## config.mk

```make
export PLATFORM = sky130hd
export DESIGN_NAME = scl_lane_select
export DESIGN_NICKNAME = d
export VERILOG_FILES = /design/src/scl_pkg.sv /design/src/scl_lane_select.sv
export SDC_FILE = /design/constraint.sdc
export NUM_CORES = 1
export LEC_CHECK = 0
export BUFFER_PORTS_ARGS = -buffer_cell sky130_fd_sc_hd__buf_2
export CAP_MARGIN = 20
export CELL_PAD_IN_SITES_DETAIL_PLACEMENT = 1
export CELL_PAD_IN_SITES_GLOBAL_PLACEMENT = 2
export CORE_AREA = 10 10 216 218
export CTS_BUF_LIST = sky130_fd_sc_hd__clkbuf_4 sky130_fd_sc_hd__clkbuf_8
export CTS_CLUSTER_DIAMETER = 120
export DETAILED_ROUTE_END_ITERATION = 7
export DIE_AREA = 0 0 226 228
export PLACE_DENSITY = 0.76
export SYNTH_ARGS = -nofsm -noshare
export SYNTH_HDL_FRONTEND = slang
export SYNTH_SLANG_ARGS = --single-unit
export TNS_END_PERCENT = 1
```

## constraint.sdc

```tcl
create_clock -name clk -period 4 [get_ports clk]
set_input_delay 0 -clock clk [delete_from_list [all_inputs] [get_ports clk]]
set_output_delay 0 -clock clk [all_outputs]
set_load 0.02 [all_outputs]
```

## src/scl_pkg.sv

```systemverilog
package scl_pkg;

   localparam int SCL_NPORT = 4;
   localparam int SCL_AW    = 8;

   // register byte offsets
   localparam logic [SCL_AW-1:0] SCL_STRAP_OFS  = 8'h00;
   localparam logic [SCL_AW-1:0] SCL_CTRL_OFS   = 8'h04;
   localparam logic [SCL_AW-1:0] SCL_RATE_OFS   = 8'h08;
   localparam logic [SCL_AW-1:0] SCL_STATUS_OFS = 8'h0c;

   // field positions
   localparam int SCL_OWNER_LSB      = 0;
   localparam int SCL_OWNER_W        = 2;
   localparam int SCL_POL_LSB        = 8;
   localparam int SCL_COMMIT_BIT     = 0;
   localparam int SCL_RATE_LSB       = 0;
   localparam int SCL_RATE_W         = 2;
   localparam int SCL_ST_SATA_LSB    = 0;
   localparam int SCL_ST_RUN_BIT     = 4;
   localparam int SCL_ST_SETTLE_BIT  = 5;
   localparam int SCL_ST_PIN_LSB     = 8;
   localparam int SCL_ST_PINMODE_LSB = 12;

   // reset values
   localparam logic [7:0] SCL_OWNER_RST = 8'h00;
   localparam logic [3:0] SCL_POL_RST   = 4'h0;
   localparam logic [7:0] SCL_RATE_RST  = 8'haa;

   // owner field encodings
   localparam logic [1:0] SCL_OWN_PCIE = 2'h0;
   localparam logic [1:0] SCL_OWN_SATA = 2'h1;
   localparam logic [1:0] SCL_OWN_RSVD = 2'h2;
   localparam logic [1:0] SCL_OWN_PIN  = 2'h3;

   // sata line rate encodings
   localparam logic [1:0] SCL_RATE_1G5 = 2'h0;
   localparam logic [1:0] SCL_RATE_3G  = 2'h1;
   localparam logic [1:0] SCL_RATE_6G  = 2'h2;

   // timing
   localparam int SCL_CLK_NS     = 8;
   localparam int SCL_SETTLE_NS  = 64;
   localparam int SCL_SETTLE_CYC = (SCL_SETTLE_NS + SCL_CLK_NS - 1) / SCL_CLK_NS;

   typedef struct packed {
      logic        cyc;
      logic        stb;
      logic        we;
      logic [7:0]  adr;
      logic [3:0]  sel;
      logic [31:0] dat;
   } scl_wb_req_type;

   typedef struct packed {
      logic        ack;
      logic [31:0] dat;
   } scl_wb_rsp_type;

   typedef enum logic [2:0] {
      SCL_ST_WAIT   = 3'b001,
      SCL_ST_SETTLE = 3'b010,
      SCL_ST_RUN    = 3'b100
   } scl_state_type;

endpackage

```

## src/scl_lane_select.sv

```systemverilog
`timescale 1ns/1ps
module scl_lane_select
   import scl_pkg::*;
#(
   parameter int DW         = 20,
   parameter int SETTLE_CYC = SCL_SETTLE_CYC
) (
   input  wire logic                             clk,
   input  wire logic                             sys_rst,
   input  wire scl_wb_req_type                   wb_req,
   output scl_wb_rsp_type                        wb_rsp,
   input  wire logic                             lane_select_in_2,
   input  wire logic                             lane_select_in_3,
   input  wire logic                             lane_select_in_4,
   input  wire logic                             lane_select_in_5,
   input  wire logic [SCL_NPORT-1:0][DW-1:0]     sata_tx_data,
   input  wire logic [SCL_NPORT-1:0][DW-1:0]     pcie_tx_data,
   input  wire logic [SCL_NPORT-1:0][DW-1:0]     lane_rx_data,
   output logic      [SCL_NPORT-1:0][DW-1:0]     lane_tx_data,
   output logic      [SCL_NPORT-1:0][DW-1:0]     sata_rx_data,
   output logic      [SCL_NPORT-1:0][DW-1:0]     pcie_rx_data,
   output logic      [SCL_NPORT-1:0]             sata_en,
   output logic      [SCL_NPORT-1:0]             pcie_en,
   output logic      [SCL_NPORT-1:0][1:0]        sata_rate
);

   ////////////////////////////////////////////////////////////////////////////
   generate
      if (DW < 1) begin : g_bad_dw
         $error("lane data width must be at least one");
      end
      if (SETTLE_CYC < 1 || SETTLE_CYC > 255) begin : g_bad_settle
         $error("settle count must lie in 1..255");
      end
   endgenerate

   ////////////////////////////////////////////////////////////////////////////
   function automatic logic owner_is_sata(input logic [1:0] own, input logic pol, input logic pin);
      logic r;
      r = 1'b0;
      case (own)
         SCL_OWN_SATA: r = 1'b1;
         SCL_OWN_PIN:  r = pin ^ pol;
         default:      r = 1'b0;
      endcase
      return r;
   endfunction

   function automatic logic [31:0] wb_merge(input logic [31:0] old, input logic [31:0] wdat,
                                            input logic [3:0] sel);
      logic [31:0] r;
      r = old;
      for (int b = 0; b < 4; b++) begin
         if (sel[b]) begin
            r[b*8 +: 8] = wdat[b*8 +: 8];
         end
      end
      return r;
   endfunction

   ////////////////////////////////////////////////////////////////////////////
   logic [SCL_NPORT-1:0] sel_pin;
   logic [7:0]           owner_q;
   logic [3:0]           pol_q;
   logic [7:0]           rate_q;
   logic [SCL_NPORT-1:0] is_sata_q;
   logic [SCL_NPORT-1:0] is_sata_d;
   scl_state_type        state_q;
   logic [7:0]           settle_q;
   logic                 ack_q;
   logic [31:0]          rdat_q;
   logic                 wr_strobe;
   logic                 commit;
   logic [31:0]          strap_word;
   logic [31:0]          rate_word;
   logic [31:0]          status_word;
   logic [31:0]          strap_new;
   logic [31:0]          rate_new;
   logic [31:0]          ctrl_new;

   assign sel_pin = {lane_select_in_5, lane_select_in_4, lane_select_in_3, lane_select_in_2};

   // a write takes effect only at the edge where the master sees ack
   assign wr_strobe = wb_req.cyc & wb_req.stb & wb_req.we & ack_q;

   assign strap_word = {20'h0, pol_q, owner_q};
   assign rate_word  = {24'h0, rate_q};
   assign strap_new  = wb_merge(strap_word, wb_req.dat, wb_req.sel);
   assign rate_new   = wb_merge(rate_word, wb_req.dat, wb_req.sel);
   assign ctrl_new   = wb_merge(32'h0, wb_req.dat, wb_req.sel);
   assign commit     = wr_strobe && wb_req.adr == SCL_CTRL_OFS && ctrl_new[SCL_COMMIT_BIT] &&
                       state_q == SCL_ST_WAIT;

   ////////////////////////////////////////////////////////////////////////////
   // soft-strap image, writable only before commit
   always_ff @(posedge clk) begin
      if (sys_rst) begin
         owner_q <= SCL_OWNER_RST;
         pol_q   <= SCL_POL_RST;
      end else if (wr_strobe && wb_req.adr == SCL_STRAP_OFS && state_q == SCL_ST_WAIT) begin
         owner_q <= strap_new[SCL_OWNER_LSB +: 8];
         pol_q   <= strap_new[SCL_POL_LSB +: 4];
      end
   end

   // sata line rate limit, a reserved code leaves its field unchanged
   always_ff @(posedge clk) begin
      if (sys_rst) begin
         rate_q <= SCL_RATE_RST;
      end else if (wr_strobe && wb_req.adr == SCL_RATE_OFS) begin
         for (int i = 0; i < SCL_NPORT; i++) begin
            if (rate_new[SCL_RATE_LSB + i*SCL_RATE_W +: SCL_RATE_W] != 2'h3) begin
               rate_q[i*SCL_RATE_W +: SCL_RATE_W] <= rate_new[SCL_RATE_LSB + i*SCL_RATE_W +: SCL_RATE_W];
            end
         end
      end
   end

   ////////////////////////////////////////////////////////////////////////////
   // owner resolution per combo port
   generate
      for (genvar i = 0; i < SCL_NPORT; i++) begin : g_resolve
         always_comb begin
            is_sata_d[i] = owner_is_sata(owner_q[i*SCL_OWNER_W +: SCL_OWNER_W], pol_q[i], sel_pin[i]);
         end
      end
   endgenerate

   // sampled once on commit, frozen until reset
   always_ff @(posedge clk) begin
      if (sys_rst) begin
         is_sata_q <= '0;
      end else if (commit) begin
         is_sata_q <= is_sata_d;
      end
   end

   ////////////////////////////////////////////////////////////////////////////
   // controllers stay off until the assignment has settled
   always_ff @(posedge clk) begin
      if (sys_rst) begin
         state_q  <= SCL_ST_WAIT;
         settle_q <= 8'h0;
      end else begin
         unique case (state_q)
            SCL_ST_WAIT: begin
               if (commit) begin
                  state_q  <= SCL_ST_SETTLE;
                  settle_q <= 8'(SETTLE_CYC - 1);
               end
            end
            SCL_ST_SETTLE: begin
               if (settle_q == 8'h0) begin
                  state_q <= SCL_ST_RUN;
               end else begin
                  settle_q <= settle_q - 8'h1;
               end
            end
            SCL_ST_RUN: begin
               state_q <= SCL_ST_RUN;
            end
            default: begin
               state_q <= SCL_ST_WAIT;
            end
         endcase
      end
   end

   ////////////////////////////////////////////////////////////////////////////
   // controller enables and rate limits
   always_ff @(posedge clk) begin
      if (sys_rst) begin
         sata_en   <= '0;
         pcie_en   <= '0;
         sata_rate <= '0;
      end else begin
         for (int i = 0; i < SCL_NPORT; i++) begin
            sata_en[i]   <= state_q == SCL_ST_RUN && is_sata_q[i];
            pcie_en[i]   <= state_q == SCL_ST_RUN && !is_sata_q[i];
            sata_rate[i] <= rate_q[i*SCL_RATE_W +: SCL_RATE_W];
         end
      end
   end

   ////////////////////////////////////////////////////////////////////////////
   // lane datapath: the non-owner sees idle zeros
   generate
      for (genvar i = 0; i < SCL_NPORT; i++) begin : g_lane
         always_ff @(posedge clk) begin
            if (sys_rst || state_q != SCL_ST_RUN) begin
               lane_tx_data[i] <= '0;
               sata_rx_data[i] <= '0;
               pcie_rx_data[i] <= '0;
            end else begin
               lane_tx_data[i] <= is_sata_q[i] ? sata_tx_data[i] : pcie_tx_data[i];
               sata_rx_data[i] <= is_sata_q[i] ? lane_rx_data[i] : '0;
               pcie_rx_data[i] <= is_sata_q[i] ? '0 : lane_rx_data[i];
            end
         end
      end
   endgenerate

   ////////////////////////////////////////////////////////////////////////////
   // wishbone slave: ack one cycle after the request, unmapped reads zero
   always_comb begin
      status_word = 32'h0;
      status_word[SCL_ST_SATA_LSB +: SCL_NPORT]    = is_sata_q;
      status_word[SCL_ST_RUN_BIT]                  = state_q == SCL_ST_RUN;
      status_word[SCL_ST_SETTLE_BIT]               = state_q == SCL_ST_SETTLE;
      status_word[SCL_ST_PIN_LSB +: SCL_NPORT]     = sel_pin;
      for (int i = 0; i < SCL_NPORT; i++) begin
         status_word[SCL_ST_PINMODE_LSB + i] = owner_q[i*SCL_OWNER_W +: SCL_OWNER_W] == SCL_OWN_PIN;
      end
   end

   always_ff @(posedge clk) begin
      if (sys_rst) begin
         ack_q  <= 1'b0;
         rdat_q <= 32'h0;
      end else begin
         ack_q <= wb_req.cyc & wb_req.stb & ~ack_q;
         if (wb_req.cyc && wb_req.stb && !ack_q) begin
            unique case (wb_req.adr)
               SCL_STRAP_OFS:  rdat_q <= strap_word;
               SCL_RATE_OFS:   rdat_q <= rate_word;
               SCL_STATUS_OFS: rdat_q <= status_word;
               default:        rdat_q <= 32'h0;
            endcase
         end
      end
   end

   assign wb_rsp.ack = ack_q;
   assign wb_rsp.dat = rdat_q;

endmodule

```

==> results of run 1 <==
==> routing by layer <==
metal	GRT usage (%)	wire length (µm)
met3	6.16	4360
met2	32.9	25200
met1	19.8	19100
met5	0	18
met4	9.75	1930
==> area by class of cell <==
class / count / share of cell area [%]
timing repair buffer: 854 / 33.1
tap: 546 / 3.90
clock inverter: 14 / 1.09
antenna: 10 / 0.143
inverter: 11 / 0.236
sequential: 308 / 35.2
clock buffer: 83 / 5.92
multi-input combinational: 558 / 20.3
==> sequential cells by signal, indices dropped and copies added (netlist names) <==
| name | count |
|---|---|
| pcie_rx_data | 80 |
| state_q | 3 |
| rdat_q | 16 |
| pol_q | 4 |
| is_sata_q | 4 |
| owner_q | 8 |
| lane_tx_data | 80 |
| rate_q | 8 |
| settle_q | 8 |
| sata_en | 4 |
| sata_rx_data | 80 |
| pcie_en | 4 |
| sata_rate | 8 |
| ack_q | 1 |
==> metrics by stage <==
stage	std cells	cell area, µm²	hold WS (ps)
2_1_floorplan	956	10100	122
3_3_place_gp	1977	13300	210
3_5_place_dp	1977	13300	216
4_1_cts	2374	17500	47.2
5_1_grt	2383	17500	101
6_report	2384	17500	133
==> cell usage after synthesis (all sizes together) (3+ instances only) <==
library cell  instances
inv                  10
o21bai                4
nor3                  7
a32oi                 4
mux2i                82
or4                   5
nor2b                 5
nand4                 3
buf                  23
clkbuf               56
a22o                  4
o211ai                4
o2bb2ai               6
mux2                  4
a22oi                 6
a21o                  4
nand2                22
or2                   5
or3                   4
xnor2                 5
o41ai                 5
nor3b                 4
nor4b                 3
nand3                23
and2                 85
a21oi                20
a211oi                5
o21ai                14
nor4                  6
nor2                103
and3                 81
dfxtp               308
==> critical path, delay by kind of cell (launching register included) <==
kind / cells / cell delay [ps]
simple gates: 3 / 1190
buf+inv: 2 / 1170
compound gates: 1 / 180
flops: 1 / 450
==> what timing repair did <==
action | in CTS | in global routing
endpoints found under the hold margin | 289 | 0
hold buffers | 300 | 0
buffers inserted | 0 | 0
gates resized for setup | 0 | 0
==> cells by family (layout without fill, tap and decap cells) <==
| group | count (synthesis) | in the layout |
|---|---|---|
| other | 1 | 26 |
| DFF | 308 | 308 |
| muxes | 86 | 86 |
| and+or+nand+nor | 363 | 363 |
| buffers and inverters | 90 | 962 |
| xor gates and xnor gates | 6 | 6 |
| adders and majority gates | 2 | 2 |
| AOI/OAI and AO/OA | 85 | 85 |
==> power breakdown <==
| group | internal [µW] | switching [µW] | total (µW) |
|---|---|---|---|
| Combinational | 293 | 186 | 479 |
| Sequential | 3070 | 1.22 | 3070 |
| Clock | 1920 | 1370 | 3290 |
==> final timing paths <==
check / end / slack, ps / startpoint
max: pol_q[2]$_SDFFE_PP0P_ / 960 / state_q[0]$_SDFFE_PP1P_
min: pcie_rx_data[41]$_SDFF_PP0_ / 130 / lane_rx_data[41]
max reg2reg: pol_q[2]$_SDFFE_PP0P_ / 960 / state_q[0]$_SDFFE_PP1P_
min reg2reg: rdat_q[11]$_SDFFE_PP0P_ / 460 / rdat_q[11]$_SDFFE_PP0P_
==> flow_summary_export.csv, run 1 <==
group,metric,value,unit
pwr,ir_drop,0.223,mV
synthesis,syn_inst,941,
pwr,fin_total_pwr,6840,µW
global_route,overflow,0,
placement,gp_congestion,0.839,
setup_path,max_stage_delay,590,ps
drt,drc,0,
die,dieArea,0.0515,mm²
cts,root_buffer,"clkbuf_8",
timing,period_minus_slack,3040,ps
cells_and_area,regArea,0.00617,mm²
synthesis,ys_types,55,
die,dieWidth,226,µm
timing,setup_viol,0,
synthesis,synth_ff_type,"dfxtp_1",
synthesis,syn_avg_cell_area,10.7,µm²
drt,vias,10400,
pwr,powerDensity,391,mW/mm²
synthesis,async_reset_ff_share,0,%
cells_and_area,drive_gt1_share,36.5,%
setup_path,cp_cell_sequence,"nor4b_1, and4_1, nand3_1, dlygate4sd3_1, a21oi_1, dlygate4sd3_1",
timing,fmax,329,MHz
cts,numCtsBuffers,55,
setup_path,endpoint_kind,"flip-flop",
die,core_area,0.0425,mm²
synthesis,seq_area_frac_synth,61.2,%
drt,drt_iter0_drc,425,
synthesis,synth_edf_count,0,
timing,fin_ws,960,ps
global_route,grt_max_degree,85,
worst_hold_path,min_path_cells,3,
synthesis,synthTopCellsByArea,"dfxtp_1 (61%), mux2i_1 (8.2%), and2_1 (5.3%), and3_1 (5.0%), nor2_1 (3.8%)",
cts,cts_tree,"built",
cells_and_area,nets,2083,
timing,slew_violations,0,
die,io-pin-count,582,
synthesis,synth-compound-area-share,5.88,%
cts,clkSinkCount,308,
die,die_y,228,µm
global_route,grt_pass1_wl,74.3,mm
placement,place_ws,1820,ps
run,drv_cap,0,
cells_and_area,postLayoutCoreUtil,41.2,%
timing,fin_setup_tns,0,ps
drt,wirelength,50.6,mm
global_route,antenna_found_initial,10,
placement,place.port_buffers,543,
synthesis,synth-simple-area-share,19.4,%
cells_and_area,multi_input_area,0.00356,mm²
cells_and_area,final_common_cell,"buf_2",
synthesis,synthAdderAreaFrac,0.249,%
cells_and_area,fillCellCount,4886,
drt,detail-route-antenna-nets,0,
die,row_count,76,
placement,dpl.hpwl,33.4,mm
global_route,gr-usage-all-layers,18.9,%
die,initial_core_util,23.7,%
synthesis,yosysWarnings,0,
timing,hold_violations,0,
cells_and_area,syn2layout_area_growth,73.9,%
worst_hold_path,worstHoldPathType,"input port to flip-flop",
timing,worst_pin_slew,977,ps
setup_path,cp-start-kind,"flip-flop",
synthesis,muxShareOfSynthArea,8.60,%
synthesis,synth.cell_area,0.0101,mm²
timing,slew_headroom,34.8,%
cells_and_area,final_cell_mix,"buf_2 (543), dfxtp_1 (304), dlygate4sd3_1 (300)",
timing,min_period_over_period,76.0,%
cts,h-tree-depth,2,
cts,insertion_delay,620,ps
synthesis,synth_top_area_cell,"dfxtp_1",
pwr,leakage,0.00840,µW
outcome,status,"finished clean",
synthesis,synth_top_family_by_area,"simple AND/OR/NAND/NOR gates",
drt,routedWlPerCell,21.2,µm
setup_path,critPathKind,"flip-flop to flip-flop",
drt,drtPass1Iterations,4,
cts,clk_pin_slew,60,ps
timing,clock_skew,14.2,ps
synthesis,post_synth_xor_area_fraction,0.522,%
cts,cts_buffer_depth,3,
drt,via_per_inst,4.36,
setup_path,cp_common_cell,"dlygate4sd3_1",
timing,rsz0062_at_grt,"no",
synthesis,synth_top_area_share,61.2,%
setup_path,path_max_fanout,12,
setup_path,crit_arrival,3600,ps
global_route,grt_pass1_vias,11800,
setup_path,crit_slowest_cell,"dlygate4sd3_1",
synthesis,synth_seq_cells,308,
setup_path,rr_worst_depth,6,
setup_path,cp_data_required_time,4560,ps
Power figures use the tool's default switching activity.
==> inputs of run 2 (changes only) <==
- CORE_AREA: 10 10 216 218 -> default
- CORE_MARGIN: default -> 10
- CORE_UTILIZATION: default -> 23
- DIE_AREA: 0 0 226 228 -> default
- PLACE_DENSITY: 0.76 -> 0.77
- clock period: 4 -> 2.5 ns (I/O delays scaled with it)
==> flow_summary_export.csv, run 2 (same netlist as run 1, synthesis figures left out) <==
group,metric,value,unit
timing,setup_viol,0,
drt,drt_iter0_drc,450,
global_route,grt_max_degree,85,
setup_path,rr_worst_depth,5,
setup_path,crit_arrival,3010,ps
timing,min_period_over_period,99.0,%
timing,rsz0062_at_grt,"no",
timing,period_minus_slack,2470,ps
cells_and_area,final_common_cell,"buf_2",
cells_and_area,layoutNonFillerInstCount,2408,
global_route,grtUsageMet1,19.6,%
global_route,use_met3,6.01,%
global_route,overflow,0,
die,die_y,229,µm
timing,fin_setup_tns,0,ps
cts,cts_buffer_depth,3,
die,dieWidth,229,µm
placement,place.port_buffers,543,
drt,wirelength,50.7,mm
cells_and_area,fillCellCount,5016,
die,core_area,0.0432,mm²
timing,slew_violations,0,
cts,clkSinkCount,308,
timing,fmax,404,MHz
cells_and_area,syn2layout_area_growth,73.2,%
timing,clock_skew,20.4,ps
timing,hold_violations,0,
drt,via_per_inst,4.34,
setup_path,setup.worst_path.end,"rate_q[6]$_SDFFE_PP0P_",
setup_path,cp_data_required_time,3040,ps
setup_path,path_max_fanout,9,
cells_and_area,final_cell_mix,"buf_2 (543), dfxtp_1 (304), dlygate4sd3_1 (287)",
drt,routedWlPerCell,21.1,µm
drt,detail-route-antenna-nets,0,
die,io-pin-count,582,
worst_hold_path,worstHoldPathType,"input port to flip-flop",
setup_path,r2r_slack,120,ps
setup_path,r2r-end,"rate_q[6]$_SDFFE_PP0P_",
die,row_count,76,
global_route,gr-usage-all-layers,18.4,%
placement,dp_cells,2024,
drt,drc,0,
cts,post-cts-setup-buffer-count,0,
timing,worst_pin_slew,662,ps
cells_and_area,top_regs,"lane_tx_data (80), pcie_rx_data (80), sata_rx_data (80)",
drt,vias,10500,
cts,clk_pin_slew,60,ps
drt,drtPass1Iterations,4,
die,initial_core_util,23.3,%
setup_path,cp-startpoint,"wb_req[40]",
cts,numCtsBuffers,55,
global_route,busiest_layer,"met2",
run,drv_cap,0,
cts,insertion_delay,630,ps
global_route,grt_pass1_wl,75.6,mm
cts,cts_tree,"built",
cts,h-tree-depth,2,
cells_and_area,nets,2078,
setup_path,worstReg2RegStart,"ack_q$_SDFF_PP0_",
pwr,powerDensity,613,mW/mm²
pwr,ir_drop,0.318,mV
global_route,grt_pass1_vias,12000,
die,dieArea,0.0526,mm²
cells_and_area,multi_input_area,0.00356,mm²
cts,root_buffer,"clkbuf_8",
global_route,use_met2,33.2,%
cells_and_area,postLayoutCoreUtil,40.4,%
cells_and_area,regArea,0.00617,mm²
setup_path,critPathKind,"input port to flip-flop",
outcome,status,"finished clean",
setup_path,cp-start-kind,"input port",
worst_hold_path,min_path_cells,3,
timing,slew_headroom,55.7,%
cells_and_area,drive_gt1_share,37.0,%
global_route,antenna_found_initial,8,
placement,dpl.hpwl,33.7,mm
setup_path,endpoint_kind,"flip-flop",
placement,gp_congestion,0.826,
pwr,leakage,0.00832,µW
==> run 2: cell count changes in the layout (fill, tap and decap cells not counted), sizes merged <==
cell / change
clkbuf: -1
diode: -7
clkinv: +1
buf: +8
dlygate4sd3: -13
bufinv: -2
inv: -1
==> run 2: final cells by class <==
type                       count  area share (%)
clock buffer                  82            5.86
sequential                   308            35.4
tap                          585            4.20
inverter                      11           0.237
antenna                        3          0.0430
timing repair buffer         849            33.2
multi-input combinational    558            20.4
clock inverter                12           0.717
==> run 2: how the worst min path moves through the flow <==
stage                           from                           to  slack [ps]
CTS                       wb_req[37]      rdat_q[15]$_SDFFE_PP0P_          50
detailed placement  lane_rx_data[34]  pcie_rx_data[34]$_SDFF_PP0_         220
floorplan            lane_rx_data[0]   pcie_rx_data[0]$_SDFF_PP0_         120
finish              lane_rx_data[72]  pcie_rx_data[72]$_SDFF_PP0_         130
global route         lane_rx_data[5]   pcie_rx_data[5]$_SDFF_PP0_         100
global placement    lane_rx_data[26]  pcie_rx_data[26]$_SDFF_PP0_         210
==> run 2: metrics by stage <==
stage / power [µW] / setup slack (ps) / area [µm²] / hold WS [ps]
2_1_floorplan: 5160 / 674 / 10100 / 122
3_5_place_dp: 5420 / 483 / 13400 / 216
5_1_grt: 11100 / 4.20 / 17400 / 97.5
3_3_place_gp: 5410 / 502 / 13400 / 211
6_report: 10700 / 26.0 / 17400 / 128
4_1_cts: 10700 / 117 / 17400 / 49.7
==> run 2: metal layers <==
layer	share of wire (%)	vias up
met4	3.4	6
met3	7.5	101
met5	0.091	-
met1	38	5069
met2	51	446
li1	-	4839
==> run 2: report_power, final <==
part	total [µW]	switching, µW	internal (µW)
clock	5010	2190	2810
combinational	769	298	471
sequential	4920	1.74	4910
==> run 2: critical path, cell delays in order <==
cell           delay, ps
dlygate4sd3_1        530
buf_2                130
or4_1                550
or4_4                650
dlygate4sd3_1        640
or2_1                240
a211oi_1             260
==> run 2: timing repair <==
action	4_1_cts	5_1_grt
endpoints found under the setup margin	0	12
hold buffers	287	0
hold endpoints to repair	295	0
gates resized for setup	0	1
==> inputs of run 3 (changes only) <==
- CORE_AREA: default -> 2 2 225 227
- CORE_MARGIN: 10 -> default
- CORE_UTILIZATION: 23 -> default
- DIE_AREA: default -> 0 0 227 229
- PLACE_DENSITY: 0.77 -> 0.69
==> flow_summary_export.csv, run 3 (same netlist as run 1, synthesis figures left out) <==
group,metric,value,unit
drt,drtPass1Iterations,4,
pwr,powerDensity,613,mW/mm²
cts,clkSinkCount,308,
cells_and_area,drive_gt1_share,37.1,%
timing,slew_headroom,41.5,%
placement,dpl.hpwl,29.2,mm
global_route,antenna_found_initial,6,
timing,fin_setup_tns,0,ps
setup_path,r2r_slack,230,ps
pwr,leakage,0.00831,µW
global_route,gr-usage-all-layers,16.6,%
cts,h-tree-depth,2,
placement,place.port_buffers,543,
timing,period_minus_slack,2320,ps
worst_hold_path,min_path_cells,5,
die,dieArea,0.0520,mm²
drt,vias,10200,
setup_path,endpoint_kind,"flip-flop",
global_route,grt_pass1_vias,11200,
setup_path,crit_slowest_cell,"or4_4",
cts,numCtsBuffers,54,
cells_and_area,nets,2071,
drt,via_per_inst,4.10,
die,dieWidth,227,µm
drt,detail-route-antenna-nets,0,
setup_path,max_stage_delay,600,ps
timing,rsz0062_at_grt,"no",
cells_and_area,final_common_cell,"buf_2",
global_route,overflow,0,
drt,drc,0,
drt,wirelength,44.4,mm
outcome,status,"finished clean",
worst_hold_path,min_from,"wb_req[41]",
setup_path,worstReg2RegStart,"state_q[0]$_SDFFE_PP1P_",
timing,worst_pin_slew,878,ps
cells_and_area,final_cell_mix,"buf_2 (542), dfxtp_1 (303), dlygate4sd3_1 (281)",
setup_path,cp_cell_sequence,"dlygate4sd3_1, clkbuf_4, or3_1, or4_4, dlygate4sd3_1, or2_1, a211oi_1",
cts,cts_buffer_depth,3,
cells_and_area,fillCellCount,5826,
timing,clock_skew,30.2,ps
pwr,fin_total_pwr,10700,µW
global_route,grt_pass1_wl,66.0,mm
setup_path,cp_data_required_time,3030,ps
drt,drt_iter0_drc,405,
placement,gp_congestion,0.845,
timing,min_period_over_period,92.7,%
cts,root_buffer,"clkbuf_8",
die,core_area,0.0497,mm²
pwr,ir_drop,0.393,mV
die,die_y,229,µm
die,io-pin-count,582,
run,drv_cap,0,
global_route,grt_max_degree,85,
timing,holdWs,39.5,ps
setup_path,path_max_fanout,14,
cells_and_area,top_regs,"lane_tx_data (80), pcie_rx_data (80), sata_rx_data (80)",
worst_hold_path,worstHoldPathType,"input port to flip-flop",
timing,fmax,432,MHz
setup_path,critPathKind,"input port to flip-flop",
cts,cts_tree,"built",
setup_path,cp-start-kind,"input port",
die,row_count,82,
setup_path,r2r-end,"owner_q[5]$_SDFFE_PP0P_",
setup_path,cp_common_cell,"dlygate4sd3_1",
setup_path,rr_worst_depth,5,
drt,routedWlPerCell,17.8,µm
setup_path,crit_arrival,2850,ps
timing,setup_viol,0,
die,initial_core_util,20.3,%
cts,clk_pin_slew,60,ps
cts,insertion_delay,610,ps
timing,slew_violations,0,
worst_hold_path,whs_endpoint,"settle_q[3]$_SDFFE_PP0P_",
timing,hold_violations,0,
cells_and_area,syn2layout_area_growth,74.1,%
-- run 3: changes by cell type in the layout (fill, tap and decap cells not counted), moves of 2 or more --
cell,previous run,this run
clkinv_2,7,1
inv_6,0,2
inv_8,2,0
clkbuf_4,17,19
dlygate4sd3_1,287,281
-- run 3: worst max-delay path by stage --
stage | start | to | slack, ps | cells past startpoint
after floorplan | wb_req[37] | rate_q[0]$_SDFFE_PP0P_ | 670 | 6
after global placement | wb_req[37] | rate_q[4]$_SDFFE_PP0P_ | 490 | 5
after detailed placement | wb_req[37] | rate_q[6]$_SDFFE_PP0P_ | 430 | 5
after CTS | wb_req[40] | rate_q[6]$_SDFFE_PP0P_ | 110 | 7
after global routing | wb_req[40] | rdat_q[9]$_SDFFE_PP0P_ | 70 | 8
final | wb_req[38] | rate_q[4]$_SDFFE_PP0P_ | 180 | 7
-- run 3: repair_timing --
| action | CTS | global route |
|---|---|---|
| setup buffers | 0 | 0 |
| hold buffers | 282 | 0 |
| setup endpoints to repair | 0 | 11 |
| gates resized for setup | 0 | 5 |
| hold endpoints to repair | 286 | 0 |
-- run 3: layer usage --
metal / share of wire, % / up-vias / wire [µm] / global-route usage [%]
li1: - / 4832 / - / -
met4: 3.7 / 4 / 1650 / 7.62
met1: 38 / 4876 / 16800 / 17.6
met3: 7.6 / 90 / 3360 / 4.59
met2: 51 / 405 / 22600 / 30.2
met5: 0.041 / - / 18 / 0
-- run 3: layout make-up --
type / instances / area [µm²] / share of cell area (%)
clock inverter: 8 / 136 / 0.778
inverter: 11 / 41.3 / 0.236
timing repair buffer: 843 / 5720 / 32.6
multi-input combinational: 558 / 3570 / 20.3
tap: 672 / 841 / 4.80
antenna: 4 / 10.0 / 0.0571
clock buffer: 84 / 1040 / 5.95
sequential: 308 / 6170 / 35.2
-- run 3: power breakdown --
part | switching, µW | internal (µW) | leakage, µW
registers | 2.19 | 4910 | 0.00248
clock network | 2110 | 2960 | 0.000620
logic | 290 | 471 | 0.00521
-- run 3: critical path, delay by kind of cell --
kind,cells,cell delay (ps)
compound gates,1,230
simple gates,3,1240
buf+inv,3,1370
-- run 3: per-stage QoR --
stage | instance area [µm²] | worst slack, ps | utilization, % | instances
after floorplan | 10100 | 674 | - | 956
after global placement | 13500 | 489 | 27.2 | 2110
after detailed placement | 13500 | 433 | 27.2 | 2110
after CTS | 17500 | 109 | 35.3 | 2484
after global routing | 17500 | 72.8 | 35.3 | 2488
final | 17500 | 183 | 35.3 | 2488
